File: src/design/serial_bus_regs.vh
// register offsets, field positions, reset values and timing constants
// for the two-wire serial-bus byte master; definitions only
`ifndef SERIAL_BUS_REGS_VH
`define SERIAL_BUS_REGS_VH

// configuration-space byte offsets
`define SB_OFS_DATA 8'hb0
`define SB_OFS_WORD 8'hb1
`define SB_OFS_TARGET 8'hb2
`define SB_OFS_CTRL 8'hb3

// reset values
`define SB_RST_BYTE 8'h00
`define SB_RST_BIT 1'b0

// target register fields
`define SB_TGT_ADDR_HI 7
`define SB_TGT_ADDR_LO 1
`define SB_TGT_DIR 0

// control/status fields
`define SB_CTL_PHASE_SEL 7
`define SB_CTL_BUSY 5
`define SB_CTL_ENABLE 3
`define SB_CTL_TEST 2
`define SB_CTL_ERROR 1

// direction codes
`define SB_DIR_WRITE 1'b0
`define SB_DIR_READ 1'b1

// serial clock period in ns, normal and test speed
`define SB_NORM_PERIOD_NS 16667
`define SB_TEST_PERIOD_NS 250
`define SB_QUARTERS_PER_BIT 4

// bit counter: eight data bits then one acknowledge bit
`define SB_ACK_BIT 4'h8
`define SB_BIT_FIRST 4'h0

`endif

File: src/design/serial_bus_byte_master.v
// software-driven two-wire serial-bus master moving one byte per cycle
// assumes byte-wide config-space access strobes on clk_in and open-drain
// scl/sda pins resolved outside with pull-ups
// Operation
// - for a write, software loads the data byte before writing the target register and that byte is sent.
// - for a read, the received byte lands in the data register and is valid once busy is back to zero.
// - the word location register gives the byte position in the target and is sent during the cycle when address phase select is zero.
// - a write to the target register while idle with the interface enabled launches one serial transaction with the current register contents.
// - bits 7:1 of the target register hold the 7-bit target address, reset to zero.
// - bit 0 of the target register picks write (0, default) or read (1), one byte each cycle.
// - data, word location and target registers clear on link reset, global reset and power-on reset.
// - the busy flag is set while a software-launched cycle runs and cleared when it ends.
// - address phase select zero sends target then word location; one sends only the target address.
// - a failed cycle sets a sticky error flag that a read of the status register clears.
// - the interface enable hands the pins to the serial bus and is set when an eeprom is detected after reset.
`timescale 1ns/1ps
`default_nettype none
`include "serial_bus_regs.vh"

module serial_bus_byte_master #(
  parameter CLK_MHZ = 100
) (
  input wire clk_in,
  input wire rst_in,
  input wire fundamental_link_reset_n_in,
  input wire global_reset_pin_n_in,
  input wire eeprom_detect_in,
  input wire [7:0] cfg_addr_in,
  input wire cfg_wr_in,
  input wire cfg_rd_in,
  input wire [7:0] cfg_wdata_in,
  output reg [7:0] cfg_rdata_out,
  input wire scl_in,
  output wire scl_out,
  output wire scl_oe_n_out,
  input wire sda_in,
  output wire sda_out,
  output wire sda_oe_n_out
);

  // quarter-bit lengths derived from period and clock rate, rounded down
  localparam integer NORM_INT =
    (`SB_NORM_PERIOD_NS * CLK_MHZ) / (1000 * `SB_QUARTERS_PER_BIT);
  localparam integer TEST_INT =
    (`SB_TEST_PERIOD_NS * CLK_MHZ) / (1000 * `SB_QUARTERS_PER_BIT);
  localparam [8:0] Q_NORM_CYC = NORM_INT[8:0];
  localparam [8:0] Q_TEST_CYC = TEST_INT[8:0];

  localparam [4:0] S_IDLE = 5'h01;
  localparam [4:0] S_START = 5'h02;
  localparam [4:0] S_BIT = 5'h04;
  localparam [4:0] S_RSTART = 5'h08;
  localparam [4:0] S_STOP = 5'h10;

  localparam [1:0] K_ADDR = 2'h0;
  localparam [1:0] K_WORD = 2'h1;
  localparam [1:0] K_RADDR = 2'h2;
  localparam [1:0] K_DATA = 2'h3;

  wire [4:0] sync_w;
  wire scl_sync = sync_w[0];
  wire sda_sync = sync_w[1];
  wire detect_sync = sync_w[4];
  // any of the three resets clears the block
  wire rst_all = rst_in | ~sync_w[2] | ~sync_w[3];

  sync_2ff #(.WIDTH(5)) pin_sync (
    .clk_in(clk_in),
    .async_in({eeprom_detect_in, global_reset_pin_n_in,
               fundamental_link_reset_n_in, sda_in, scl_in}),
    .sync_out(sync_w)
  );

  reg [7:0] data_reg, data_next;
  reg [7:0] word_reg;
  reg [7:0] target_reg;
  reg phase_sel_reg, enable_reg, test_reg, error_reg, error_next;
  reg detect_done_reg;
  reg [4:0] state_reg, state_next;
  reg [1:0] kind_reg, kind_next;
  reg [1:0] q_reg;
  reg [3:0] bit_reg, bit_next;
  reg [8:0] div_reg;
  reg [7:0] shift_reg, shift_next;
  reg scl_low_reg, scl_low_next, sda_low_reg, sda_low_next;

  wire busy = ~state_reg[0];
  wire is_read = target_reg[`SB_TGT_DIR] == `SB_DIR_READ;
  wire hit_wr_target = cfg_wr_in && cfg_addr_in == `SB_OFS_TARGET;
  wire hit_rd_ctrl = cfg_rd_in && cfg_addr_in == `SB_OFS_CTRL;
  // launch only when idle and the pins belong to the serial bus
  wire launch = hit_wr_target && !busy && enable_reg;
  wire [8:0] q_len = test_reg ? Q_TEST_CYC : Q_NORM_CYC;
  // hold the high phase while a target stretches scl low
  wire stretched = !scl_low_reg && !scl_sync;
  wire tick = busy && div_reg == q_len - 9'h001 && !stretched;
  wire last_q = tick && q_reg == 2'h3;
  wire rx_byte = kind_reg == K_DATA && is_read;

  // byte loaded for each phase of the cycle
  function [7:0] byte_for;
    input [1:0] kind;
    begin
      case (kind)
        K_ADDR: byte_for = {target_reg[`SB_TGT_ADDR_HI:`SB_TGT_ADDR_LO],
                   phase_sel_reg ? target_reg[`SB_TGT_DIR]
                                 : `SB_DIR_WRITE};
        K_WORD: byte_for = word_reg;
        K_RADDR: byte_for = {target_reg[`SB_TGT_ADDR_HI:`SB_TGT_ADDR_LO],
                   `SB_DIR_READ};
        default: byte_for = data_reg;
      endcase
    end
  endfunction

  // quarter-bit divider and quarter counter
  always @(posedge clk_in) begin
    if (rst_all || !busy) begin
      div_reg <= 9'h000;
      q_reg <= 2'h0;
    end else if (tick) begin
      div_reg <= 9'h000;
      q_reg <= q_reg + 2'h1;
    end else if (!stretched || div_reg != q_len - 9'h001) begin
      div_reg <= div_reg + 9'h001;
    end
  end

  // sequencer: pin levels per quarter and byte-phase stepping
  always @* begin
    state_next = state_reg;
    kind_next = kind_reg;
    bit_next = bit_reg;
    shift_next = shift_reg;
    scl_low_next = scl_low_reg;
    sda_low_next = sda_low_reg;
    data_next = data_reg;
    error_next = 1'b0;
    case (state_reg)
      S_IDLE: begin
        scl_low_next = 1'b0;
        sda_low_next = 1'b0;
        if (launch) begin
          state_next = S_START;
          kind_next = K_ADDR;
        end
      end
      S_START, S_RSTART: begin
        // sda falls while scl is high, then scl goes low
        if (tick) begin
          case (q_reg)
            2'h0: begin
              scl_low_next = state_reg[3];
              sda_low_next = 1'b0;
            end
            2'h1: scl_low_next = 1'b0;
            2'h2: sda_low_next = 1'b1;
            default: begin
              scl_low_next = 1'b1;
              state_next = S_BIT;
              bit_next = `SB_BIT_FIRST;
              shift_next = byte_for(kind_reg);
            end
          endcase
        end
      end
      S_BIT: begin
        if (tick) begin
          case (q_reg)
            2'h0: begin
              scl_low_next = 1'b1;
              // receiver releases data bits; master nacks the read byte
              if (bit_reg == `SB_ACK_BIT)
                sda_low_next = rx_byte ? 1'b0 : 1'b0;
              else
                sda_low_next = rx_byte ? 1'b0 : ~shift_reg[7];
            end
            2'h1: scl_low_next = 1'b0;
            2'h2: scl_low_next = 1'b0;
            default: begin
              scl_low_next = 1'b1;
              if (bit_reg != `SB_ACK_BIT) begin
                shift_next = {shift_reg[6:0], sda_sync};
                bit_next = bit_reg + 4'h1;
              end else if (!rx_byte && sda_sync) begin
                error_next = 1'b1;
                state_next = S_STOP;
              end else begin
                bit_next = `SB_BIT_FIRST;
                case (kind_reg)
                  K_ADDR: begin
                    state_next = S_BIT;
                    kind_next = phase_sel_reg ? K_DATA : K_WORD;
                    shift_next = byte_for(phase_sel_reg ? K_DATA : K_WORD);
                  end
                  K_WORD: begin
                    if (is_read) begin
                      state_next = S_RSTART;
                      kind_next = K_RADDR;
                    end else begin
                      kind_next = K_DATA;
                      shift_next = byte_for(K_DATA);
                    end
                  end
                  K_RADDR: begin
                    kind_next = K_DATA;
                    shift_next = byte_for(K_DATA);
                  end
                  default: begin
                    if (rx_byte)
                      data_next = shift_reg;
                    state_next = S_STOP;
                  end
                endcase
              end
            end
          endcase
        end
      end
      S_STOP: begin
        // sda rises while scl is high
        if (tick) begin
          case (q_reg)
            2'h0: begin
              scl_low_next = 1'b1;
              sda_low_next = 1'b1;
            end
            2'h1: scl_low_next = 1'b0;
            2'h2: sda_low_next = 1'b0;
            default: state_next = S_IDLE;
          endcase
        end
      end
      default: state_next = S_IDLE;
    endcase
  end

  // sequencer state
  always @(posedge clk_in) begin
    if (rst_all) begin
      state_reg <= S_IDLE;
      kind_reg <= K_ADDR;
      bit_reg <= `SB_BIT_FIRST;
      shift_reg <= `SB_RST_BYTE;
      scl_low_reg <= `SB_RST_BIT;
      sda_low_reg <= `SB_RST_BIT;
    end else begin
      state_reg <= state_next;
      kind_reg <= kind_next;
      bit_reg <= bit_next;
      shift_reg <= shift_next;
      scl_low_reg <= scl_low_next;
      sda_low_reg <= sda_low_next;
    end
  end

  // software registers; a received byte that differs from data_reg beats a same-cycle software write
  always @(posedge clk_in) begin
    if (rst_all) begin
      data_reg <= `SB_RST_BYTE;
      word_reg <= `SB_RST_BYTE;
      target_reg <= `SB_RST_BYTE;
      phase_sel_reg <= `SB_RST_BIT;
      enable_reg <= `SB_RST_BIT;
      test_reg <= `SB_RST_BIT;
      error_reg <= `SB_RST_BIT;
      detect_done_reg <= `SB_RST_BIT;
    end else begin
      if (data_next != data_reg)
        data_reg <= data_next;
      else if (cfg_wr_in && cfg_addr_in == `SB_OFS_DATA)
        data_reg <= cfg_wdata_in;
      if (cfg_wr_in && cfg_addr_in == `SB_OFS_WORD)
        word_reg <= cfg_wdata_in;
      // target writes while busy are dropped so the cycle stays coherent
      if (hit_wr_target && !busy)
        target_reg <= cfg_wdata_in;
      // strap sampled once, after the reset is gone
      detect_done_reg <= 1'b1;
      if (!detect_done_reg && detect_sync)
        enable_reg <= 1'b1;
      else if (cfg_wr_in && cfg_addr_in == `SB_OFS_CTRL)
        enable_reg <= cfg_wdata_in[`SB_CTL_ENABLE];
      if (cfg_wr_in && cfg_addr_in == `SB_OFS_CTRL) begin
        phase_sel_reg <= cfg_wdata_in[`SB_CTL_PHASE_SEL];
        test_reg <= cfg_wdata_in[`SB_CTL_TEST];
      end
      // set wins over the read-clear
      if (error_next)
        error_reg <= 1'b1;
      else if (hit_rd_ctrl)
        error_reg <= 1'b0;
    end
  end

  // registered read data, zero for unmapped offsets
  always @(posedge clk_in) begin
    if (rst_all) begin
      cfg_rdata_out <= `SB_RST_BYTE;
    end else if (cfg_rd_in) begin
      case (cfg_addr_in)
        `SB_OFS_DATA: cfg_rdata_out <= data_reg;
        `SB_OFS_WORD: cfg_rdata_out <= word_reg;
        `SB_OFS_TARGET: cfg_rdata_out <= target_reg;
        `SB_OFS_CTRL: cfg_rdata_out <= {phase_sel_reg, 1'b0, busy, 1'b0,
                                        enable_reg, test_reg, error_reg,
                                        1'b0};
        default: cfg_rdata_out <= `SB_RST_BYTE;
      endcase
    end
  end

  // open drain: drive low only, pins released while interface disabled
  assign scl_out = 1'b0;
  assign sda_out = 1'b0;
  assign scl_oe_n_out = ~(scl_low_reg & enable_reg);
  assign sda_oe_n_out = ~(sda_low_reg & enable_reg);

endmodule // serial_bus_byte_master

`default_nettype wire

File: src/design/sync_2ff.v
// two-flip-flop synchroniser for levels from outside the clock domain
// assumes the inputs are levels that stay put for several clock cycles
`timescale 1ns/1ps
`default_nettype none

module sync_2ff #(
  parameter WIDTH = 1
) (
  input wire clk_in,
  input wire [WIDTH-1:0] async_in,
  output wire [WIDTH-1:0] sync_out
);

  reg [WIDTH-1:0] meta_reg;
  reg [WIDTH-1:0] sync_reg;

  // first stage feeds only the second stage
  always @(posedge clk_in) begin
    meta_reg <= async_in;
    sync_reg <= meta_reg;
  end

  assign sync_out = sync_reg;

endmodule // sync_2ff

`default_nettype wire

File: config.mk
export PLATFORM = sky130hd
export DESIGN_NAME = serial_bus_byte_master
export DESIGN_NICKNAME = d
export VERILOG_FILES = /design/src/design/serial_bus_byte_master.v /design/src/design/sync_2ff.v
export VERILOG_INCLUDE_DIRS = /design/src /design/src/design
export SDC_FILE = /design/constraint.sdc
export NUM_CORES = 1
export LEC_CHECK = 0
export ABC_AREA = 1
export BUFFER_PORTS_ARGS = -buffer_cell sky130_fd_sc_hd__buf_4
export CAP_MARGIN = 20
export CORE_MARGIN = 5
export CORE_UTILIZATION = 55
export CTS_BUF_LIST = sky130_fd_sc_hd__clkbuf_8
export DETAILED_ROUTE_END_ITERATION = 7
export PLACE_DENSITY = 0.74
export SLEW_MARGIN = 20
export SYNTH_ARGS = -nofsm -noshare
export SYNTH_HDL_FRONTEND = slang
export SYNTH_SLANG_ARGS = --single-unit
File: constraint.sdc
create_clock -name clk_in -period 4.6 [get_ports clk_in]
set_input_delay 0.23 -clock clk_in [delete_from_list [all_inputs] [get_ports clk_in]]
set_output_delay 0.23 -clock clk_in [all_outputs]
set_load 0.02 [all_outputs]
=== Word level (Yosys, flattened, before mapping) ===
Index checks and enable logic that the tools add are counted.

* Register bits after elaboration: 79
* Output and inout port bits: 12
* Logic and storage cells: 191

* $add $sub $neg: 4
* Equality and inequality tests: 41
* Muxes and demuxes: 77
* Bitwise gates (word level): 10
* Reduce and logical (&&, ||, !) cells: 40

{| class="wikitable"
|+ Operator list
! operator !! number
|-
| 8-bit two-way mux || 16
|-
| 8-bit one-hot mux with 3 select lines || 3
|-
| 5-bit two-way mux || 10
|-
| 8-bit == test, second input constant || 4
|-
| 8-bit one-hot mux with 4 select lines || 1
|-
| 4-bit two-way mux || 6
|-
| 1-bit two-way mux || 22
|-
| 2-bit inequality test, second input constant || 11
|-
| 5-bit one-hot mux with 4 select lines || 1
|-
| 4-bit inequality test, second input constant || 4
|-
| 8-bit one-hot mux with 2 select lines || 1
|-
| 5-bit one-hot mux with 3 select lines || 1
|-
| 7-bit AND reduction || 2
|-
| 1-bit logical AND || 13
|-
| 2-bit two-way mux || 6
|-
| 3-bit inequality test, second input constant || 4
|-
| 6-bit AND reduction || 2
|-
| 10-bit AND reduction || 1
|-
| 2-bit nonzero test || 5
|-
| 9-bit by 1-bit adder with 9-bit output, second input constant || 1
|-
| 9-bit == test || 1
|-
| 9-bit two-way mux || 1
|-
| 9-bit inequality test || 1
|-
| 9-bit by 1-bit subtractor with 9-bit output, second input constant || 1
|-
| 29 further kinds || 54
|}

=== Depth between registers and ports, before layout ===
Gate-level depths: netlist of the first run.

* Depth in word-level cells: 11
* Mapped depth: 16
* Gate-level depth less buffers: 15

=== By module ===
From an unflattened synthesis of the first run, not the netlist that was laid out.

* Cells, all modules: 623
* Area total of the unflattened synthesis: 4,440.5 µm²

{| class="wikitable"
|+ By module, submodules not included
! module !! times used !! cells each !! area each (µm²) !! sequential area each (µm²)
|-
| serial_bus_byte_master || 1 || 613 || 4,240.3 || 1,381.3
|-
| sync_2ff || 1 || 10 || 200.2 || 200.2
|}

=== Worst setup path after synthesis of the first run ===
OpenSTA, ideal clock, no wires.

* Path type: reg2reg
* From: register bit_reg[0]
* To: register data_reg[1]
* Library setup time: 139 ps
* Arrival: 1,836 ps
* Required time: 4,461 ps
* Slack: 2,625 ps
* Stages on the path, launching flop included: 15
* Period minus slack after synthesis: 1,975 ps
* Cell sequence: dfxtp_1 inv_1 ha_1 nand3_1 nor2_1 nor3b_1 nand3_1 nand2_1 nand2_1 nand2_1 nor2_1 nand3_2 nand2_1 nand2_1 a21oi_2

* Longest elaborated chain between the ends: 7
* Elaborated cells on any way between the ends: 8
* Those cells by class: eq/ne: 2; mux: 5; reduce/logical: 1

{| class="wikitable"
|+ Ends and longest elaborated chain
! element !! line !! RTL
|-
| start, declared || serial_bus_byte_master.v:82 || <nowiki>reg [3:0] bit_reg, bit_next;</nowiki>
|-
| start signal, assigned || serial_bus_byte_master.v:243 || <nowiki>bit_reg <= `SB_BIT_FIRST;</nowiki>
|-
| start signal, assigned || serial_bus_byte_master.v:250 || <nowiki>bit_reg <= bit_next;</nowiki>
|-
| 4-bit inequality test (no line) * || - ||
|-
| 8-bit two-way mux * || serial_bus_byte_master.v:182 || <nowiki>if (bit_reg != `SB_ACK_BIT) begin</nowiki>
|-
| 8-bit two-way mux * || serial_bus_byte_master.v:169 || <nowiki>case (q_reg)</nowiki>
|-
| 8-bit two-way mux * || serial_bus_byte_master.v:168 || <nowiki>if (tick) begin</nowiki>
|-
| 8-bit two-way mux * || serial_bus_byte_master.v:139 || <nowiki>case (state_reg)</nowiki>
|-
| 8-bit inequality test || serial_bus_byte_master.v:269 || <nowiki>if (data_next != data_reg)</nowiki>
|-
| 8-bit two-way mux / 2-bit nonzero test (equally long branches) || - ||
|-
| end signal, assigned || serial_bus_byte_master.v:260 || <nowiki>data_reg <= `SB_RST_BYTE;</nowiki>
|-
| end signal, assigned || serial_bus_byte_master.v:270 || <nowiki>data_reg <= data_next;</nowiki>
|-
| end signal, assigned || serial_bus_byte_master.v:272 || <nowiki>data_reg <= cfg_wdata_in;</nowiki>
|-
| end, declared || serial_bus_byte_master.v:74 || <nowiki>reg [7:0] data_reg, data_next;</nowiki>
|}

Mark *: on every way between the ends. The rest lies on a longest branch, timed or not.
A chain may end at the register's enable or synchronous reset.

=== Worst setup path in the final report of the first run ===
* From: register kind_reg[1]
* To: register data_reg[5]

* Longest elaborated chain between the ends: 11
* Elaborated cells on any way between the ends: 18
* Those cells by class: eq/ne: 4; mux: 8; reduce/logical: 6

{| class="wikitable"
|+ Ends and longest elaborated chain
! element !! line !! RTL
|-
| start, declared || serial_bus_byte_master.v:80 || <nowiki>reg [1:0] kind_reg, kind_next;</nowiki>
|-
| start signal, assigned || serial_bus_byte_master.v:249 || <nowiki>kind_reg <= kind_next;</nowiki>
|-
| 2-bit == test || serial_bus_byte_master.v:98 || <nowiki>wire rx_byte = kind_reg == K_DATA && is_read;</nowiki>
|-
| 1-bit logical AND || serial_bus_byte_master.v:98 ||
|-
| 8-bit two-way mux / 1-bit logical NOT (equally long branches) || serial_bus_byte_master.v:210, serial_bus_byte_master.v:185 ||
|-
| 8-bit two-way mux / 1-bit logical AND (equally long branches) || serial_bus_byte_master.v:190, serial_bus_byte_master.v:185 ||
|-
| 8-bit two-way mux * || serial_bus_byte_master.v:185 || <nowiki>end else if (!rx_byte && sda_sync) begin</nowiki>
|-
| 8-bit two-way mux * || serial_bus_byte_master.v:182 ||
|-
| 8-bit two-way mux * || serial_bus_byte_master.v:169 ||
|-
| 8-bit two-way mux * || serial_bus_byte_master.v:168 ||
|-
| 8-bit two-way mux * || serial_bus_byte_master.v:139 ||
|-
| 8-bit inequality test || serial_bus_byte_master.v:269 ||
|-
| 8-bit two-way mux / 2-bit nonzero test (equally long branches) || - ||
|}

Marked as above.

==> impl_metrics.ini, run 1 <==
[run_status]
outcome = complete, no violations

[worst_setup_path]
r2r_slack_ns = 1.95
r2r_cells = 12
worst_ep_required_time_ns = 4.82
critPathCaptureType = flop
cp-start-kind = flop
cp.arrival_ns = 2.87
crit_path_max_fanout = 17
r2r_start = kind_reg[1]
regToRegEndpoint = data_reg[5]
crit_type = reg2reg

[placed_design]
io_buffer_count = 34
pre_cts_ws_ns = 2.02
placed_cell_area_mm2 = 0.00479
hpwlAfterDp_mm = 8.87
place_congestion = 0.908

[floorplan]
die_y_um = 100
core_mm2 = 0.00809
start_util = 0.554
num_rows = 33
fp.dieArea_mm2 = 0.0101
die_w_um = 100
pin_count = 37

[yosys]
syn_inst = 632
syn_area_mm2 = 0.00448
ys_ff_latch = 79
yosysTopAreaCell = dfxtp_1
avgSynthCellArea_um2 = 7.10
yosysSeqAreaShare = 0.353
synthTopCellsByArea = dfxtp_1 (35%), nand2_1 (9.5%), inv_1 (6.9%)
ys_types = 47
yosys_warnings = 0
synth_top_area_frac = 0.353

[routing]
drt-wirelength-per-cell_um = 15.3
drc_errors = 0
routed_wl_mm = 11.9
vias_per_cell = 5.77
vias = 4464
drt_iter0_drc = 319
drt_first_pass_iters = 5
antenna_left = 0

[global_route]
grt_pass1_vias = 4197
grt_max_degree = 32
gr-total-overflow = 0
grt_pass1_wl_mm = 20.1
grtUsageTotal = 0.245
antenna_found_initial = 0

[finish]
syn_to_final_growth_pct = 13.7
nFillCells = 771
n_antenna_cell = 0
fin_nets = 702
post-route-util = 0.630
layout-drive-gt1-share = 0.129
final_cell_mix = nand2_1 (114), inv_1 (83), dfxtp_1 (79)
final_common_cell = nand2_1
largest_reg_flops = 9
register_area_mm2 = 0.00158
multi_input_area_mm2 = 0.00246
finish.instance_area_mm2 = 0.00510

[clock_network]
cts_buffers = 9
cts_resized = 0
htreeDepth = 3
clockRootBuffer = clkbuf_8
clock_sinks = 79
worstSkewPairLatency_ns = 0.35
cts_tree = done
cts_buffer_depth = 2
post-cts-setup-buffers = 0
hold_buffers = 5
clkTransAtPathRegs_ns = 0.09

[sta]
fmax_mhz = 378
hold_viol = 0
setup_slack_ns = 1.95
whs_ns = 0.186
tns_ns = 0
min_period_ns = 2.65
fin_skew_ns = 0.0145
period_share = 0.575
finalSetupViolCount = 0
tightest_slew_ns = 0.893
max-slew-margin-rel = 0.399
rsz0062_at_grt = no
slew_violations = 0

[hold_path]
whs_path_depth = 3
whs_endpoint = phase_sel_reg
hold_class = in2reg
hp-start = cfg_wdata_in[7]

[power_and_ir_drop]
irDropWorstVdd_mv = 0.174
power.leakage_nw = 1.97
power_density_mw_per_mm2 = 276

[flow_run]
maxCapViolCount = 0
==> through the flow <==
| step | std cells | power (mW) |
|---|---|---|
| global route | 774 | 1.45 |
| detailed placement | 754 | 0.749 |
| CTS | 774 | 1.42 |
| finish | 774 | 1.41 |
| global placement | 754 | 0.748 |
| floorplan | 633 | 0.724 |
==> report_power, final <==
part / internal [mW] / total [mW] / switching, mW / leakage (nW)
logic: 0.0205 / 0.0464 / 0.0260 / 1.20
clock network: 0.413 / 0.671 / 0.258 / 0.129
registers: 0.688 / 0.690 / 0.00191 / 0.640
==> logic make-up (layout without fill, tap and decap cells) <==
| kind of cell | count (synthesis) | count (layout) | synth area share |
|---|---|---|---|
| and+or+nand+nor | 254 | 254 | 0.278 |
| AOI/OAI and AO/OA | 171 | 171 | 0.230 |
| buffers and inverters | 112 | 148 | 0.0996 |
| DFF | 79 | 79 | 0.353 |
| adders and majority gates | 12 | 12 | 0.0335 |
| xor gates and xnor gates | 3 | 3 | 0.00586 |
| other | 1 | 2 | 0.000836 |
==> layout make-up <==
cell class,instances,area share
multi-input combinational,442,0.482
inverter,92,0.0682
timing repair buffer,41,0.0628
tap,105,0.0258
clock buffer,9,0.0243
sequential,79,0.310
clock inverter,6,0.0263
==> cell usage after synthesis, drive strengths merged <==
cell      n
nor4      7
nand4    23
clkinv    4
conb      1
inv      88
a211oi   20
a31oi     1
a21oi    64
buf       9
a221oi    8
o21ai    51
o311ai    1
o21bai    3
nand2   117
o22ai    12
clkbuf   11
dfxtp    79
nand3    36
nor2     56
o211ai    9
xnor2     2
xor2      1
a41oi     1
o21a      1
nor3b     4
nand3b    2
nor3      8
or2       1
ha       12
==> per-layer routing <==
layer	up-vias	track usage	wire length, µm
met3	20	0.0396	775
met2	178	0.382	5390
met4	0	0.0984	254
li1	2216	-	-
met1	2050	0.337	5450
met5	-	0	0
==> critical path, cell delays in order (launching register included) <==
cell	delay [ns]
dfxtp_1	0.40
ha_1	0.54
nand2_1	0.31
nor3b_1	0.42
nand3_1	0.15
nand2_1	0.10
nand2_1	0.11
nand2_1	0.08
nor2_1	0.05
nand3_2	0.15
nand2_1	0.08
nand2_1	0.08
a21oi_2	0.05
==> worst max path at each step <==
stage	start	to	slack, ns
floorplan	bit_reg[0]	data_reg[1]	2.62
global placement	kind_reg[0]	data_reg[4]	2.13
detailed placement	kind_reg[0]	data_reg[5]	2.02
CTS	kind_reg[1]	bit_reg[3]	2.00
global route	kind_reg[1]	bit_reg[3]	1.61
finish	kind_reg[1]	data_reg[5]	1.95
Power figures use the tool's default switching activity.
==> run 2, diff against run 1 <==
--- a/config.mk
+++ b/config.mk
@@ -13,7 +13,7 @@
 export CORE_UTILIZATION = 55
 export CTS_BUF_LIST = sky130_fd_sc_hd__clkbuf_8
 export DETAILED_ROUTE_END_ITERATION = 7
-export PLACE_DENSITY = 0.74
+export PLACE_DENSITY = 0.77
 export SLEW_MARGIN = 20
 export SYNTH_ARGS = -nofsm -noshare
 export SYNTH_HDL_FRONTEND = slang
==> constraint.sdc (replaced) <==
create_clock -name clk_in -period 2.3 [get_ports clk_in]
set_input_delay 0.115 -clock clk_in [delete_from_list [all_inputs] [get_ports clk_in]]
set_output_delay 0.115 -clock clk_in [all_outputs]
set_load 0.02 [all_outputs]
==> impl_metrics.ini, run 2 (synthesis results as in run 1) <==
[run_status]
outcome = complete, no violations

[global_route]
grtUsageTotal = 0.245
grt_use_met3 = 0.0320
grt_pass1_wl_mm = 20.0
grt_pass1_vias = 4257
grt_max_degree = 32
grt-busiest-layer = met2
grtUsageMet1 = 0.330
antenna_found_initial = 0
gr-total-overflow = 0
grt_use_met2 = 0.398

[routing]
routed_wl_mm = 12.3
drc_errors = 0
drt_first_pass_iters = 5
vias_per_cell = 5.79
drt-wirelength-per-cell_um = 15.5
antenna_left = 0
vias = 4617
drt_iter0_drc = 368

[finish]
n_antenna_cell = 0
fin_nets = 724
syn_to_final_growth_pct = 19.4
final_common_cell = nand2_1
finish.instance_area_mm2 = 0.00536
final_cell_mix = nand2_1 (113), inv_1 (83), dfxtp_1 (76)
nFillCells = 715
largest_reg_flops = 9
layout-drive-gt1-share = 0.182

[worst_setup_path]
critPathCaptureType = flop
crit_type = reg2reg
crit_start = q_reg[0]
max_stage_delay_ns = 0.34
crit_path_max_fanout = 8
cp-start-kind = flop
cpLargestDelayFamily = simple AND/OR/NAND/NOR gates
cp.arrival_ns = 2.49
critPathSlowestCell = dfxtp_1
cp_cell_sequence = ha_1 > inv_1 > nor2_4 > nand2_4 > nor2_8 > buf_8 > buf_4 > nand4_1 > nand2_1 > nor2_1 > nand2_1 > nor2_4 > nand3_2 > a21oi_2
path_buf_inv = 3
r2r_start = q_reg[0]
worst_ep_required_time_ns = 2.59

[power_and_ir_drop]
irDropWorstVdd_mv = 0.430
power_frac_seq = 0.534
power_frac_comb = 0.036
power.leakage_nw = 2.07
power.clock.fraction = 0.430
switching_share = 0.232
p_sw_mw = 0.600
intPower_mw = 1.99
power_density_mw_per_mm2 = 483

[clock_network]
clockRootBuffer = clkbuf_8
clock_sinks = 79
clkTransAtPathRegs_ns = 0.09
cts_buffer_depth = 2
cts_buffers = 9
worstSkewPairLatency_ns = 0.37
cts_tree = done
htreeDepth = 3

[sta]
finalSetupViolCount = 0
min_period_ns = 2.20
slew_violations = 0
period_share = 0.955
hold_viol = 0
whs_ns = 0.0329
fmax_mhz = 455
fin_skew_ns = 0.0130
tns_ns = 0

[flow_run]
maxCapViolCount = 0

[placed_design]
placed_cell_area_mm2 = 0.00490
hpwlAfterDp_mm = 8.79
place_congestion = 0.914
io_buffer_count = 34

[floorplan]
pin_count = 37
die_y_um = 100
start_util = 0.554
fp.dieArea_mm2 = 0.0101
num_rows = 33
die_w_um = 100
core_mm2 = 0.00809

[hold_path]
hp-start = cfg_wdata_in[7]
hold_class = in2reg
run 2: changes by cell type in the layout (fill, tap and decap cells not counted), sizes merged:
cell,delta
bufinv,-3
inv,+2
clkbuf,+3
clkinvlp,+2
clkinv,-2
buf,+20
nor2,+1
run 2: worst register-to-register path: cells and delay by family (launching register included):
kind | cells | cell delay [ns]
compound gates | 1 | 0.14
fa+ha+maj | 1 | 0.20
buf+inv | 3 | 0.41
flops | 1 | 0.34
simple gates | 9 | 1.04
run 2: cell type report:
cell class / count / area, µm² / share of cell area
Multi-Input combinational cell: 443 / 2550 / 0.476
Sequential cell: 79 / 1590 / 0.296
Timing Repair Buffer: 62 / 528 / 0.0986
Inverter: 92 / 348 / 0.0649
Clock buffer: 11 / 151 / 0.0283
Tap cell: 105 / 131 / 0.0245
Clock inverter: 5 / 62.6 / 0.0117
run 2: path summary, 6_finish.rpt:
path | slack, ns | end | cells after the start
max | 0.10 | data_reg[3] | 14
max reg2reg | 0.10 | data_reg[3] | 14
min | 0.03 | phase_sel_reg | 3
min reg2reg | 0.33 | pin_sync.sync_out[2] | 0
run 2: metal layers:
| metal | vias to the layer above | wire (µm) |
|---|---|---|
| li1 | 2271 | - |
| met1 | 2130 | 5450 |
| met2 | 183 | 5770 |
| met3 | 33 | 791 |
| met4 | 0 | 317 |
| met5 | - | 0 |
run 2: power groups by stage:
stage | Combinational (mW) | Sequential [mW] | Clock [mW]
after floorplan | 0.0359 | 1.41 | 0
after global routing | 0.102 | 1.38 | 1.19
after global placement | 0.0841 | 1.41 | 0
after detailed placement | 0.0852 | 1.41 | 0
final | 0.0934 | 1.38 | 1.11
after CTS | 0.0922 | 1.38 | 1.12
run 2: repair_timing:
| action | CTS | global route |
|---|---|---|
| hold endpoints to repair | 5 | 0 |
| hold buffers | 5 | 0 |
| endpoints found under the setup margin | 0 | 10 |
| gates resized for setup | 0 | 22 |
| setup buffers | 0 | 7 |
run 2: per-stage QoR:
| step | power, mW | instances | setup slack (ns) | util |
|---|---|---|---|---|
| after floorplan | 1.45 | 633 | 0.325 | - |
| after global placement | 1.50 | 767 | 0.170 | 0.606 |
| after detailed placement | 1.50 | 767 | 0.0431 | 0.606 |
| after CTS | 2.59 | 788 | 0.0203 | 0.638 |
| after global routing | 2.68 | 797 | -0.0319 | 0.662 |
| final | 2.59 | 797 | 0.103 | 0.662 |
==> run 3, diff against run 2 <==
--- a/config.mk
+++ b/config.mk
@@ -9,7 +9,6 @@
 export ABC_AREA = 1
 export BUFFER_PORTS_ARGS = -buffer_cell sky130_fd_sc_hd__buf_4
 export CAP_MARGIN = 20
-export CORE_MARGIN = 5
 export CORE_UTILIZATION = 55
 export CTS_BUF_LIST = sky130_fd_sc_hd__clkbuf_8
 export DETAILED_ROUTE_END_ITERATION = 7
==> impl_metrics.ini, run 3 (synthesis results as in run 1) <==
[sta]
max-slew-margin-rel = 0.661
slew_violations = 0
tightest_slew_ns = 0.503
whs_ns = 0.0483
hold_viol = 0
period_share = 0.960
fmax_mhz = 453
finalSetupViolCount = 0
min_period_ns = 2.21
fin_skew_ns = 0.00938

[routing]
routed_wl_mm = 12.2
vias_per_cell = 5.83
drt_iter0_drc = 387
wl_met1_mm = 5.63
vias = 4578
drc_errors = 0
antenna_left = 0
wl_met3_um = 854
drt_first_pass_iters = 6
top_layer = met4
wl_met2_mm = 5.48
drt-wirelength-per-cell_um = 15.5

[worst_setup_path]
worst_ep_required_time_ns = 2.51
r2r_slack_ns = 0.09
critPathSlowestCell = o311ai_0
cp_cell_sequence = nand2_1 > nor3_1 > nand3_1 > nor2_4 > inv_2 > nor2_1 > inv_2 > nand2_1 > nand3_2 > o311ai_0
crit_path_max_fanout = 9
critPathCaptureType = flop
crit_type = reg2reg
crit_cells = 10
r2r_cells = 10
crit_start = div_reg[0]
r2r_start = div_reg[0]
cp.arrival_ns = 2.42
cp-start-kind = flop
path_buf_inv = 2
max_stage_delay_ns = 0.49
regToRegEndpoint = state_reg[0]
cp-endpoint = state_reg[0]
cpLargestDelayFamily = simple AND/OR/NAND/NOR gates

[global_route]
grt_max_degree = 32
grt_pass1_vias = 4296
antenna_found_initial = 0
grt_pass1_wl_mm = 20.3
grtUsageTotal = 0.300
gr-total-overflow = 0

[run_status]
outcome = complete, no violations

[floorplan]
die_w_um = 92.3
die_y_um = 92.3
start_util = 0.574
fp.dieArea_mm2 = 0.00852
core_mm2 = 0.00781
pin_count = 37
num_rows = 32

[finish]
final_cell_mix = nand2_1 (114), inv_1 (83), dfxtp_1 (78)
n_antenna_cell = 0
largest_reg_flops = 9
stdcell_count = 785
fin_nets = 715
layout-drive-gt1-share = 0.152
syn_to_final_growth_pct = 16.1
nFillCells = 702
final_common_cell = nand2_1

[power_and_ir_drop]
switching_share = 0.247
power_frac_seq = 0.528
power.clock.fraction = 0.436
power.leakage_nw = 2.02
power_density_mw_per_mm2 = 502
intPower_mw = 1.97
p_sw_mw = 0.644
power_frac_comb = 0.036
irDropWorstVdd_mv = 0.489

[flow_run]
maxCapViolCount = 0

[placed_design]
hpwlAfterDp_mm = 9.00
place_inst = 763
io_buffer_count = 34
place_congestion = 0.934

[hold_path]
hold_class = in2reg

[clock_network]
cts_tree = done
clkTransAtPathRegs_ns = 0.09
worstSkewPairLatency_ns = 0.37
clock_sinks = 79
cts_buffers = 9
clockRootBuffer = clkbuf_8
cts_buffer_depth = 2
htreeDepth = 3
-- run 3: worst min path at each step --
stage                          startpoint              endpoint  slack [ns]  depth (start not counted)
finish                    cfg_wdata_in[5]         target_reg[5]        0.05                          3
global route              cfg_wdata_in[6]         target_reg[6]        0.07                          3
global placement                   sda_in  pin_sync.meta_reg[1]        0.22                          1
floorplan                          scl_in  pin_sync.meta_reg[0]        0.14                          0
detailed placement  global_reset_pin_n_in  pin_sync.meta_reg[3]        0.22                          1
CTS                       cfg_wdata_in[5]         target_reg[5]        0.04                          3
-- run 3: final cells by class --
class | count | area (µm²) | share of cell area
multi-input cells | 442 | 2490 | 0.478
flip-flops and latches | 79 | 1580 | 0.304
repair buffers | 54 | 443 | 0.0851
inverters | 92 | 348 | 0.0668
clock buffers | 10 | 138 | 0.0264
well taps | 102 | 128 | 0.0245
clock inverters | 6 | 77.6 | 0.0149
-- run 3: worst min-delay path, stage by stage --
cell and delay (ns):
buf_4 0.12, nor2_1 0.09, a211oi_1 0.05
-- run 3: metrics by stage --
stage / power [mW] / instance area [µm²] / util / setup TNS [ns] / setup WS, ns
floorplan: 1.45 / 4490 / - / 0 / 0.325
global placement: 1.50 / 4890 / 0.626 / 0 / 0.179
detailed placement: 1.50 / 4890 / 0.626 / 0 / 0.0559
CTS: 2.62 / 5150 / 0.660 / 0 / 0.0334
global route: 2.68 / 5210 / 0.667 / -0.00480 / -0.00480
finish: 2.61 / 5210 / 0.667 / 0 / 0.0928
-- run 3: metal layers --
metal	vias to the layer above	global-route usage
li1	2243	-
met2	211	0.487
met4	0	0.104
met1	2103	0.411
met3	21	0.0386
met5	-	0
-- run 3: timing repair --
action | CTS | global route
resized for setup | 0 | 7
endpoints found under the setup margin | 0 | 10
hold endpoints to repair | 5 | 0
hold buffers | 5 | 0
buffers inserted | 0 | 1
-- run 3: power by group through the flow --
stage	combinational (mW)	sequential (mW)	clock, mW
floorplan	0.0359	1.41	0
global placement	0.0843	1.41	0
detailed placement	0.0860	1.41	0
CTS	0.0930	1.38	1.14
global route	0.102	1.38	1.20
finish	0.0938	1.38	1.14
